$ cat src/rtl/glan_regs.svh
// Bit positions, encodings and timing counts of the negotiation word
`ifndef GLAN_REGS_SVH
`define GLAN_REGS_SVH
`define GLAN_BIT_FULL      5
`define GLAN_BIT_HALF      6
`define GLAN_BIT_PAUSE     7
`define GLAN_BIT_ASYM      8
`define GLAN_BIT_RF_LO     12
`define GLAN_BIT_RF_HI     13
`define GLAN_BIT_ACK       14
`define GLAN_BIT_MORE      15
`define GLAN_RSVD_MASK     16'h0E1F
`define GLAN_FAULT_NONE    2'h0
`define GLAN_MATCH_COUNT   3
`define GLAN_LINK_TIME_NS  10000000
`define GLAN_CLK_NS        20
`define GLAN_LINK_CYCLES   (`GLAN_LINK_TIME_NS / `GLAN_CLK_NS)
`endif

$ cat src/rtl/glan_pkg.sv
// Types shared by the negotiation logic
package glan_pkg;
   typedef enum logic [2:0] {
      GLAN_DISABLED,
      GLAN_RESTART,
      GLAN_ABILITY,
      GLAN_ACK_DETECT,
      GLAN_COMPLETE_ACK,
      GLAN_NEXT_PAGE_WAIT,
      GLAN_LINK_OK
   } glan_state_t;
   typedef enum logic [1:0] {
      GLAN_PAUSE_NONE,
      GLAN_PAUSE_ASYM_TX,
      GLAN_PAUSE_SYM,
      GLAN_PAUSE_ASYM_RX
   } glan_pause_t;
endpackage

$ cat src/rtl/glan_match.sv
// Receive word checker: three consecutive matching words, Ack ignored
`timescale 1ns/1ps
`include "glan_regs.svh"
module glan_match #(
   parameter int COUNT = `GLAN_MATCH_COUNT
) (
   input  wire logic        clk_sys_i,
   input  wire logic        reset_n_i,
   input  wire logic        clear_i,
   input  wire logic        rx_valid_i,
   input  wire logic [15:0] rx_word_i,
   output logic             stable_o,
   output logic [15:0]      word_o
);
   localparam logic [15:0] ACK_MASK = 16'h4000;
   logic [15:0] last;
   logic [15:0] next_last;
   logic [2:0]  cnt;
   logic [2:0]  next_cnt;
   logic        next_stable;
   logic [15:0] next_word;

   // Compare each word with the previous one, Ack bit masked out
   always_comb begin
      next_last   = last;
      next_cnt    = cnt;
      next_stable = 1'b0;
      next_word   = word_o;
      if (clear_i) begin
         next_cnt = 3'h0;
      end else if (rx_valid_i) begin
         next_last = rx_word_i;
         if ((cnt != 3'h0) && ((rx_word_i & ~ACK_MASK) == (last & ~ACK_MASK))) begin
            if (cnt < 3'(COUNT)) begin
               next_cnt = cnt + 3'h1;
            end
         end else begin
            next_cnt = 3'h1;
         end
         if (next_cnt == 3'(COUNT)) begin
            next_stable = 1'b1;
            next_word   = rx_word_i;
         end
      end
   end

   // Registers only
   always_ff @(posedge clk_sys_i) begin
      if (!reset_n_i) begin
         last     <= 16'h0000;
         cnt      <= 3'h0;
         stable_o <= 1'b0;
         word_o   <= 16'h0000;
      end else begin
         last     <= next_last;
         cnt      <= next_cnt;
         stable_o <= next_stable;
         word_o   <= next_word;
      end
   end
endmodule

$ cat src/rtl/glan_autoneg.sv
// Link auto-negotiation: page exchange, acknowledgment and mode resolution
// Functional notes
// - Word carries duplex, pause, fault, ack, more-pages
// - Reserved word bits always transmitted as zero
// - Send config sets at powerup, restart, error
// - Decode partner page, find highest common ability
// - Answer received page with Ack set
// - Enable mode after acks and next pages
// - More pages requested via more-pages bit
// - Management disables negotiation or forces mode
// - Runs to completion with no management; here any next-page exchange waits in GLAN_NEXT_PAGE_WAIT for next_page_load_i
// - No negotiation signalling on media-independent side
// - Control and status follow standard management layout
// - Ack after three matching words, Ack ignored
// - Send zero words first, then base page
// - Pause bits: none, asym, sym, both
// - Default fault code zero without fault detection
`timescale 1ns/1ps
`include "glan_regs.svh"
module glan_autoneg #(
   parameter int LINK_CYCLES = `GLAN_LINK_CYCLES
) (
   input  wire logic        clk_sys_i,
   input  wire logic        reset_n_i,
   // Management controls: an_enable_i must be held high for negotiation to run standalone
   input  wire logic        an_enable_i,
   input  wire logic        an_restart_i,
   input  wire logic        force_full_duplex_i,
   input  wire logic        full_duplex_ability_i,
   input  wire logic        half_duplex_ability_i,
   input  wire logic        symmetric_pause_ability_i,
   input  wire logic        asymmetric_pause_direction_i,
   input  wire logic [1:0]  fault_code_i,
   input  wire logic        more_pages_request_i,
   input  wire logic [15:0] next_page_word_i,
   input  wire logic        next_page_load_i,
   // Link side
   input  wire logic        phy_error_i,
   input  wire logic        rx_config_valid_i,
   input  wire logic [15:0] rx_config_word_i,
   input  wire logic        rx_idle_i,
   output logic             tx_config_en_o,
   output logic [15:0]      tx_config_word_o,
   // Status
   output logic             an_complete_o,
   output logic             link_up_o,
   output logic             mode_full_duplex_o,
   output logic [1:0]       mode_pause_o,
   output logic             partner_fault_o,
   output logic             an_error_o,
   output logic [15:0]      partner_word_o,
   output logic             next_page_rx_o
);
   localparam int CW = $clog2(LINK_CYCLES + 1);

   glan_pkg::glan_state_t state;
   glan_pkg::glan_state_t next_state;
   logic [CW-1:0] timer;
   logic [CW-1:0] next_timer;
   logic          extra_phase;
   logic          next_extra_phase;
   logic [15:0]   extra_word;
   logic [15:0]   next_extra_word;
   logic          clr_match;
   logic          match_stable;
   logic [15:0]   match_word;
   logic          next_tx_en;
   logic [15:0]   next_tx_word;
   logic          next_complete;
   logic          next_link;
   logic          next_full;
   glan_pkg::glan_pause_t next_pause;
   logic          next_pfault;
   logic          next_err;
   logic [15:0]   next_pword;
   logic          next_nprx;
   logic [15:0]   base_page;
   logic          common_full;
   logic          common_half;
   logic          timer_done;

   glan_match u_match (
      .clk_sys_i  (clk_sys_i),
      .reset_n_i  (reset_n_i),
      .clear_i    (clr_match),
      .rx_valid_i (rx_config_valid_i),
      .rx_word_i  (rx_config_word_i),
      .stable_o   (match_stable),
      .word_o     (match_word)
   );

   // Base page assembly; reserved bits stay zero by construction
   always_comb begin
      base_page = 16'h0000;
      base_page[`GLAN_BIT_FULL]  = full_duplex_ability_i;
      base_page[`GLAN_BIT_HALF]  = half_duplex_ability_i;
      base_page[`GLAN_BIT_PAUSE] = symmetric_pause_ability_i;
      base_page[`GLAN_BIT_ASYM]  = asymmetric_pause_direction_i;
      // Fault code is only what management supplies; no local detection here
      base_page[`GLAN_BIT_RF_HI:`GLAN_BIT_RF_LO] = fault_code_i;
      base_page[`GLAN_BIT_MORE]  = more_pages_request_i;
   end

   // Common ability of the two ends, full duplex preferred
   assign common_full = full_duplex_ability_i & match_word[`GLAN_BIT_FULL];
   assign common_half = half_duplex_ability_i & match_word[`GLAN_BIT_HALF];
   assign timer_done = (timer == CW'(LINK_CYCLES));

   // Negotiation sequencer
   always_comb begin
      next_state    = state;
      next_timer    = timer;
      next_extra_phase = extra_phase;
      next_extra_word  = extra_word;
      clr_match     = 1'b0;
      next_tx_en    = 1'b1;
      next_tx_word  = 16'h0000;
      next_complete = an_complete_o;
      next_link     = link_up_o;
      next_full     = mode_full_duplex_o;
      next_pause    = glan_pkg::glan_pause_t'(mode_pause_o);
      next_pfault   = partner_fault_o;
      next_err      = an_error_o;
      next_pword    = partner_word_o;
      next_nprx     = 1'b0;
      if (next_page_load_i) begin
         next_extra_word = next_page_word_i & ~`GLAN_RSVD_MASK;
      end
      if (!an_enable_i) begin
         // Negotiation off: forced mode, link carries data only
         next_state    = glan_pkg::GLAN_DISABLED;
         next_tx_en    = 1'b0;
         next_complete = 1'b0;
         next_link     = 1'b1;
         next_full     = force_full_duplex_i;
         next_pause    = glan_pkg::GLAN_PAUSE_NONE;
      end else if (an_restart_i || phy_error_i) begin
         // Restart from zero words on command or link error
         next_state    = glan_pkg::GLAN_RESTART;
         next_timer    = '0;
         next_complete = 1'b0;
         next_link     = 1'b0;
         next_extra_phase = 1'b0;
         clr_match     = 1'b1;
      end else begin
         case (state)
            glan_pkg::GLAN_DISABLED: begin
               next_state = glan_pkg::GLAN_RESTART;
               next_timer = '0;
               next_link  = 1'b0;
               clr_match  = 1'b1;
            end
            glan_pkg::GLAN_RESTART: begin
               next_tx_word = 16'h0000;
               next_timer   = timer + CW'(1);
               clr_match    = 1'b1;
               if (timer_done) begin
                  next_state = glan_pkg::GLAN_ABILITY;
                  next_timer = '0;
               end
            end
            glan_pkg::GLAN_ABILITY: begin
               next_tx_word = extra_phase ? extra_word : base_page;
               if (match_stable && (match_word != 16'h0000)) begin
                  next_state = glan_pkg::GLAN_ACK_DETECT;
               end
            end
            glan_pkg::GLAN_ACK_DETECT: begin
               next_tx_word = (extra_phase ? extra_word : base_page);
               next_tx_word[`GLAN_BIT_ACK] = 1'b1;
               if (rx_config_valid_i && rx_config_word_i[`GLAN_BIT_ACK] &&
                   ((rx_config_word_i & 16'hBFFF) == (match_word & 16'hBFFF))) begin
                  next_state = glan_pkg::GLAN_COMPLETE_ACK;
                  next_timer = '0;
               end else if (rx_config_valid_i && rx_config_word_i == 16'h0000) begin
                  next_state = glan_pkg::GLAN_RESTART;
                  next_timer = '0;
               end
            end
            glan_pkg::GLAN_COMPLETE_ACK: begin
               next_tx_word = (extra_phase ? extra_word : base_page);
               next_tx_word[`GLAN_BIT_ACK] = 1'b1;
               next_timer = timer + CW'(1);
               if (timer_done) begin
                  next_timer = '0;
                  clr_match  = 1'b1;
                  next_pword = match_word;
                  if (!extra_phase) begin
                     next_pfault = (match_word[`GLAN_BIT_RF_HI:`GLAN_BIT_RF_LO] != 2'h0);
                  end else begin
                     next_nprx = 1'b1;
                  end
                  // Further pages if either end still asks for them
                  if (match_word[`GLAN_BIT_MORE] ||
                      (extra_phase ? extra_word[`GLAN_BIT_MORE] : more_pages_request_i)) begin
                     next_state       = glan_pkg::GLAN_NEXT_PAGE_WAIT;
                     next_extra_phase = 1'b1;
                  end else begin
                     next_state = glan_pkg::GLAN_LINK_OK;
                  end
               end
            end
            glan_pkg::GLAN_NEXT_PAGE_WAIT: begin
               // Ack held until software loads the next outgoing page
               next_tx_word = extra_word;
               next_tx_word[`GLAN_BIT_ACK] = 1'b1;
               if (next_page_load_i) begin
                  next_state = glan_pkg::GLAN_ABILITY;
               end
            end
            glan_pkg::GLAN_LINK_OK: begin
               // Negotiated mode applied only here, after both acks and all pages; forced mode is set in the an_enable_i low branch
               next_tx_en    = 1'b0;
               next_complete = 1'b1;
               next_full     = common_full;
               next_err      = !(common_full || common_half);
               next_link     = rx_idle_i && (common_full || common_half);
               if (match_word[`GLAN_BIT_PAUSE] && symmetric_pause_ability_i) begin
                  next_pause = glan_pkg::GLAN_PAUSE_SYM;
               end else if (asymmetric_pause_direction_i && match_word[`GLAN_BIT_ASYM] &&
                            symmetric_pause_ability_i && !match_word[`GLAN_BIT_PAUSE]) begin
                  next_pause = glan_pkg::GLAN_PAUSE_ASYM_RX;
               end else if (asymmetric_pause_direction_i && match_word[`GLAN_BIT_ASYM] &&
                            !symmetric_pause_ability_i && match_word[`GLAN_BIT_PAUSE]) begin
                  next_pause = glan_pkg::GLAN_PAUSE_ASYM_TX;
               end else begin
                  next_pause = glan_pkg::GLAN_PAUSE_NONE;
               end
               if (rx_config_valid_i) begin
                  // Partner restarted: follow it
                  next_state    = glan_pkg::GLAN_RESTART;
                  next_timer    = '0;
                  next_complete = 1'b0;
                  next_link     = 1'b0;
                  next_extra_phase = 1'b0;
               end
            end
            default: begin
               next_state = glan_pkg::GLAN_RESTART;
               next_timer = '0;
            end
         endcase
      end
      // Words leave on the link only; nothing goes to the data interface
      next_tx_word = next_tx_word & ~`GLAN_RSVD_MASK;
   end

   // Registers only; status outputs laid out as management bits
   always_ff @(posedge clk_sys_i) begin
      if (!reset_n_i) begin
         state              <= glan_pkg::GLAN_RESTART;
         timer              <= '0;
         extra_phase        <= 1'b0;
         extra_word         <= 16'h0000;
         tx_config_en_o     <= 1'b1;
         tx_config_word_o   <= 16'h0000;
         an_complete_o      <= 1'b0;
         link_up_o          <= 1'b0;
         mode_full_duplex_o <= 1'b0;
         mode_pause_o       <= 2'h0;
         partner_fault_o    <= 1'b0;
         an_error_o         <= 1'b0;
         partner_word_o     <= 16'h0000;
         next_page_rx_o     <= 1'b0;
      end else begin
         state              <= next_state;
         timer              <= next_timer;
         extra_phase        <= next_extra_phase;
         extra_word         <= next_extra_word;
         tx_config_en_o     <= next_tx_en;
         tx_config_word_o   <= next_tx_word;
         an_complete_o      <= next_complete;
         link_up_o          <= next_link;
         mode_full_duplex_o <= next_full;
         mode_pause_o       <= next_pause;
         partner_fault_o    <= next_pfault;
         an_error_o         <= next_err;
         partner_word_o     <= next_pword;
         next_page_rx_o     <= next_nprx;
      end
   end
endmodule

$ cat config.mk
export PLATFORM = sky130hd
export DESIGN_NAME = glan_autoneg
export DESIGN_NICKNAME = d
export VERILOG_FILES = /design/src/rtl/glan_pkg.sv /design/src/rtl/glan_match.sv /design/src/rtl/glan_autoneg.sv
export VERILOG_INCLUDE_DIRS = /design/src /design/src/rtl
export SDC_FILE = /design/constraint.sdc
export NUM_CORES = 1
export LEC_CHECK = 0
export ABC_AREA = 1
export BUFFER_PORTS_ARGS = -buffer_cell sky130_fd_sc_hd__buf_2
export CELL_PAD_IN_SITES_DETAIL_PLACEMENT = 1
export CELL_PAD_IN_SITES_GLOBAL_PLACEMENT = 1
export CORE_MARGIN = 2
export CORE_UTILIZATION = 43
export CTS_CLUSTER_SIZE = 20
export DETAILED_ROUTE_END_ITERATION = 10
export GPL_TIMING_DRIVEN = 0
export PLACE_DENSITY_LB_ADDON = 0.2
export SLEW_MARGIN = 15
export SYNTH_ARGS = -nofsm -noshare
export SYNTH_HDL_FRONTEND = slang
export SYNTH_HIERARCHICAL = 1
export SYNTH_SLANG_ARGS = --single-unit
$ cat constraint.sdc
create_clock -name clk_sys_i -period 6.1 [get_ports clk_sys_i]
set_clock_uncertainty 0.2 [all_clocks]
set_input_delay 0.61 -clock clk_sys_i [delete_from_list [all_inputs] [get_ports clk_sys_i]]
set_output_delay 0.61 -clock clk_sys_i [all_outputs]
set_load 0.05 [all_outputs]
# --- Word level (Yosys, flattened, before mapping) ---
# Index checks and enable logic that the tools add are counted.
word_totals:
  ff_bits: 108
  in_bits: 48
  out_inout_bits: 41
  elab_cells: 156
op_classes:
  add_sub_neg: 2
  magnitude_cmp: 1
  eq_ne: 30
  mux: 49
  n_bitwise: 10
  reduce_logical: 44
ops:
  columns: ["operator", "count"]
  rows:
  - ["$mux 19", 5]
  - ["$pmux 19 s4", 1]
  - ["$pmux 16 s3", 1]
  - ["$mux 3", 11]
  - ["$eq 15x15->1", 2]
  - ["$ne 4x4->1 const B", 6]
  - ["$mux 1", 23]
  - ["$add 19x1->19 const B", 1]
  - ["$eq 19x19->1 const B", 1]
  - ["$pmux 3 s6", 1]
  - ["$logic_not 16->1", 1]
  - ["$mux 16", 1]
  - ["$reduce_bool 16->1", 1]
  - ["$logic_and 1x1->1", 12]
  - ["$ne 2x2->1 const B", 6]
  - ["$ne 3x3->1 const B", 4]
  - ["$reduce_and 6->1", 2]
  - ["$reduce_and 5->1", 2]
  - ["$reduce_or 2->1", 5]
  - ["$eq 3x2->1 const B", 3]
  - ["$eq 3x3->1 const B", 3]
  - ["$not 1->1", 8]
  - ["$reduce_and 2->1", 4]
  - ["$reduce_and 4->1", 2]
  - ["other kinds (17)", 30]

# --- Depth between registers and ports, before layout ---
depth:
  ltp_word: 8
  ltp_mapped: 14
  depth_no_buf: 14

# --- Hierarchy ---
# Netlist, hierarchy kept.
modules_own_cells:
  columns: ["mod", "n_inst", "cells_each", "area_per_inst_um2", "seq_area_each_um2"]
  rows:
  - ["glan_autoneg", 1, 619, 3868.7, 1281.2]
  - ["glan_match", 1, 273, 1700.4, 700.7]

# --- Worst setup path after synthesis ---
# No wires, ideal clock.
synth_timing:
  kind: "input -> register"
  start: "input port phy_error_i"
  end: "register u_match.word_o[10]"
  setup_ns: 0.113
  t_arrival_ns: 2.042
  required_ns: 5.787
  slack_ns: 3.745
  stages: 12
  n_path_buf: 2
  cell_sequence: "nor2_4 -> inv_1 -> clkbuf_1 -> nor2_1 -> a21oi_1 -> nor2_2 -> inv_2 -> nor2_2 -> nand2_2 -> buf_2 -> nor2_1 -> nor2_1"
synth_via:
  elab_chain_len: 5
synth_rtl:
  columns: ["item", "line_no", "source"]
  rows:
  - ["start: declaration", "glan_autoneg.sv:38", "input wire logic phy_error_i,"]
  - ["$logic_or 1x1->1", "glan_autoneg.sv:137", "end else if (an_restart_i || phy_error_i) begin"]
  - ["$mux 1", "glan_autoneg.sv:137", null]
  - ["$mux 1", "glan_autoneg.sv:129", "if (!an_enable_i) begin"]
  - ["via clr_match", "glan_autoneg.sv:64", "logic clr_match;"]
  - ["$not 1->1 (no source line)", null, null]
  - ["$reduce_and 3->1 (no source line)", null, null]
  - ["end signal: assignment", "glan_match.sv:58", "word_o <= next_word;"]
  - ["end: declaration", "glan_match.sv:13", "output logic [15:0] word_o"]
# The timed path passes the listed nets, and every way through them passes these cells.
# A chain may end at the register's enable or synchronous reset.

# --- Worst setup path after layout ---
layout_timing:
  start: "register timer[0]"
  end: "register u_match.word_o[10]"
layout_via:
  elab_chain_len: 7
layout_rtl:
  columns: ["item", "line_no", "source"]
  rows:
  - ["start: declaration", "glan_autoneg.sv:58", "logic [CW-1:0] timer;"]
  - ["start signal: assignment", "glan_autoneg.sv:267", "timer <= next_timer;"]
  - ["$eq 19x19->1", "glan_autoneg.sv:107", "assign timer_done = (timer == CW'(LINK_CYCLES));"]
  - ["$mux 1", "glan_autoneg.sv:184", "if (timer_done) begin"]
  - ["$pmux 1 s2", "glan_autoneg.sv:146", "case (state)"]
  - ["$mux 1", "glan_autoneg.sv:137", null]
  - ["$mux 1", "glan_autoneg.sv:129", null]
  - ["via clr_match", "glan_autoneg.sv:64", null]
  - ["$not 1->1 (no source line)", null, null]
  - ["$reduce_and 3->1 (no source line)", null, null]
# The timed path passes the listed nets, and every way through them passes these cells.

==> metrics.csv <==
stage,metric,value,unit
layout,multi-input logic area,0.002913,mm^2
sta,post-route minimum period,2.903,ns
logic_synthesis,"top cells by count, synth","nand2_1 (222), nor2_1 (173), inv_1 (118)",
sta,final worst slack,3.197,ns
sta,RSZ-0062 raised after global routing,false,
hold_path,Hold Crit Class,reg -> reg,
logic_synthesis,Synth Flop Type,dfxtp_1,
clock_tree,Clock Root Buffer,clkbuf_16,
pwr,P_int,0.001009,W
layout,Inserted Diodes,0,
clock_tree,Skew-Pair Late Insertion Delay,0.36,ns
drt,vias after detailed routing,5829,
pwr,power per standard cell area,216.8,mW/mm^2
drt,DR DRC count,0,
floorplan,IO Count,89,
layout,share of cells above drive strength 1,15.60,%
clock_tree,clk sink count,99,
critical_path,Worst Setup Start Kind,flip-flop,
logic_synthesis,Yosys top cell area share,35.59,%
critical_path,Crit path required time,6.19,ns
floorplan,die height,117.8,um
placed_design,"worst slack, placed",2.986,ns
layout,Layout fillers,1817,
critical_path,kind of critical path,reg -> reg,
logic_synthesis,Post-synth EDFFs,0,
clock_tree,CTS tree,built,
outcome,outcome,"finished, final reports clean",
logic_synthesis,Yosys reg bits,99,
placed_design,placed inst area,0.006171,mm^2
layout,Syn-to-layout area delta,16.11,%
sta,# setup viols final,0,
logic_synthesis,leading area contributor after synthesis,dfxtp_1,
sta,slew margin rel.,55.34,%
drt,drt first-iter violations,284,
clock_tree,post-CTS setup buffer count,0,
sta,max-slew violation count,0,
drt,vias per cell,5.029,
grt,initial antenna violation count,0,
pwr,Sequential Power Share,47.9,%
pwr,combinational power share,10.6,%
grt,GRT Overall Usage,25.51,%
clock_tree,CTS Hold Bufs,0,
logic_synthesis,Post-synth ARST share,0,%
pwr,Pleak,2.981,nW
clock_tree,CTS Buffer Depth,2,
floorplan,Placeable Area,0.01262,mm^2
sta,setup TNS,0,ns
grt,global-route wire length before repair,28.79,mm
placed_design,hpwl dp,13.19,mm
layout,design area,0.006466,mm^2
grt,Overflow after GRT,0,
logic_synthesis,Synth warnings,6,
clock_tree,post-cts resize count,0,
critical_path,largest fanout on the critical path,10,
sta,Slew @ Worst Pin,0.6699,ns
placed_design,routability cong.,0.8707,
run,max cap viols,0,
sta,max frequency,344.5,MHz
clock_tree,depth of the CTS H-tree,3,
floorplan,die footprint,0.01388,mm^2
pwr,P_sw,0.0003924,W
drt,Final ANT Viol Nets,0,
logic_synthesis,cell area after synthesis,0.005569,mm^2
floorplan,FP Rows,41,
drt,wire per inst,15.09,um
layout,fin util,51.24,%
logic_synthesis,syn_area_per_cell,6.243,um^2
pwr,Clock power frac,41.5,%
grt,largest net degree at the start of global routing,18,
pwr,peak supply drop,0.1775,mV
critical_path,arrival time at the worst endpoint,3.00,ns
clock_tree,"CTS clk-pin slew, worst paths",0.07,ns
sta,Final Hold Fails,0,
layout,nets,1034,
floorplan,die width,117.8,um
sta,fin crit share,47.58,%
drt,drt pass-1 iters,4,
pwr,Tot Pwr,0.001402,W
grt,number of global-route vias before repair,5892,
placed_design,input/output buffers,72,
clock_tree,TritonCTS buffer count,9,
floorplan,Starting Density,44.13,%
layout,Reg area,0.001982,mm^2
drt,final WL,17.49,mm
logic_synthesis,synthesized netlist cell count,892,
logic_synthesis,register area share after synthesis,35.59,%
logic_synthesis,"top cells by area, synth","dfxtp_1 (36%), nand2_1 (15%), nor2_1 (12%), inv_1 (8.0%), nand3_1 (4.5%)",
pwr,Sw Share,28.00,%
logic_synthesis,post-synthesis cell type count,42,
critical_path,CP endpoint kind,flip-flop,
logic_synthesis,most frequent cell after synthesis,nand2_1,
[cells in the final DEF (no fill, tap or decap), types with 3 or more instances in the layout]
| cell type | netlist | final |
|---|---|---|
| a211oi_1 | 17 | 17 |
| inv_1 | 118 | 118 |
| dfxtp_1 | 99 | 99 |
| nand3_1 | 50 | 50 |
| buf_4 | 12 | 12 |
| ha_1 | 4 | 4 |
| inv_6 | 0 | 3 |
| conb_1 | 1 | 8 |
| clkbuf_16 | 0 | 9 |
| nor4_1 | 3 | 3 |
| clkbuf_1 | 10 | 10 |
| buf_2 | 5 | 77 |
| a21oi_1 | 44 | 44 |
| nand3_2 | 5 | 5 |
| nor3_2 | 3 | 3 |
| o21ai_0 | 42 | 42 |
| nor2_1 | 173 | 173 |
| a22oi_1 | 6 | 6 |
| nor3_1 | 9 | 9 |
| nor2_2 | 10 | 10 |
| buf_6 | 3 | 3 |
| nand2_1 | 222 | 222 |
| inv_2 | 17 | 17 |
| nand4_1 | 10 | 10 |
| nand2_2 | 3 | 3 |
| xnor2_1 | 3 | 3 |
[worst paths after layout]
| kind | start | slack (ns) | depth (start not counted) | endpoint |
|---|---|---|---|---|
| max | timer[0] | 3.20 | 13 | u_match/word_o[10] |
| min | partner_word_o[15] | 0.25 | 2 | partner_word_o[15] |
| max reg2reg | timer[0] | 3.20 | 13 | u_match/word_o[10] |
| min reg2reg | partner_word_o[15] | 0.25 | 2 | partner_word_o[15] |
[critical path, cell delays in order (launching register included)]
cell and delay [ns]:
dfxtp_1 0.38, inv_1 0.12, ha_1 0.19, nand4_1 0.12, nor3_2 0.33, nand3_1 0.20, a21oi_1 0.30, nor2_2 0.17
inv_2 0.13, nor2_2 0.05, nand2_2 0.14, buf_2 0.27, nor2_1 0.10, nor2_1 0.12
[cell type report]
type,instances,area share [%]
multi-input cells,633,45.05
well taps,172,3.328
clock inverters,5,0.6579
repair buffers,72,5.573
clock buffers,11,3.909
inverters,137,7.953
flip-flops and latches,99,30.65
plain buffers,30,2.883
[metal layers]
metal  vias to the layer above  track usage [%]  part of all wire [%]
li1                       2955                -                     -
met4                         0            7.831                   2.0
met2                       119            42.41                    46
met1                      2732            32.66                    46
met5                         -                0                     0
met3                        23            6.250                   5.5
[through the flow]
stage / hold WS, ns / cells
after floorplan: 0.2538 / 899
after global placement: 0.2439 / 1143
after detailed placement: 0.2467 / 1143
after CTS: 0.2595 / 1159
after global routing: 0.2778 / 1159
final: 0.2539 / 1159
[registers in the layout, summed over array words and instances, names as in the netlist, 2 cells and up]
| name | flops |
|---|---|
| extra_word | 8 |
| tx_config_word_o | 8 |
| u_match/last | 15 |
| u_match/word_o | 16 |
| state | 3 |
| mode_pause_o | 2 |
| timer | 19 |
| u_match/cnt | 3 |
| partner_word_o | 16 |
[power groups by stage]
| stage | sequential, W | clock (W) | combinational, W |
|---|---|---|---|
| after floorplan | 0.000687 | 0 | 0.0000917 |
| after global placement | 0.000685 | 0 | 0.000144 |
| after detailed placement | 0.000686 | 0 | 0.000147 |
| after CTS | 0.000671 | 0.000593 | 0.000149 |
| after global routing | 0.000673 | 0.000614 | 0.000167 |
| final | 0.000671 | 0.000581 | 0.000149 |
[logic make-up after synthesis]
logic type	count (synthesis)	share of synthesized area, %
buffers and inverters	167	12.58
xor gates and xnor gates	4	0.6292
and+or+nand+nor	498	38.01
AOI/OAI and AO/OA	119	12.22
DFF	99	35.59
adders and majority gates	4	0.8987
other	1	0.06734
(Power assumes the default switching activity.)
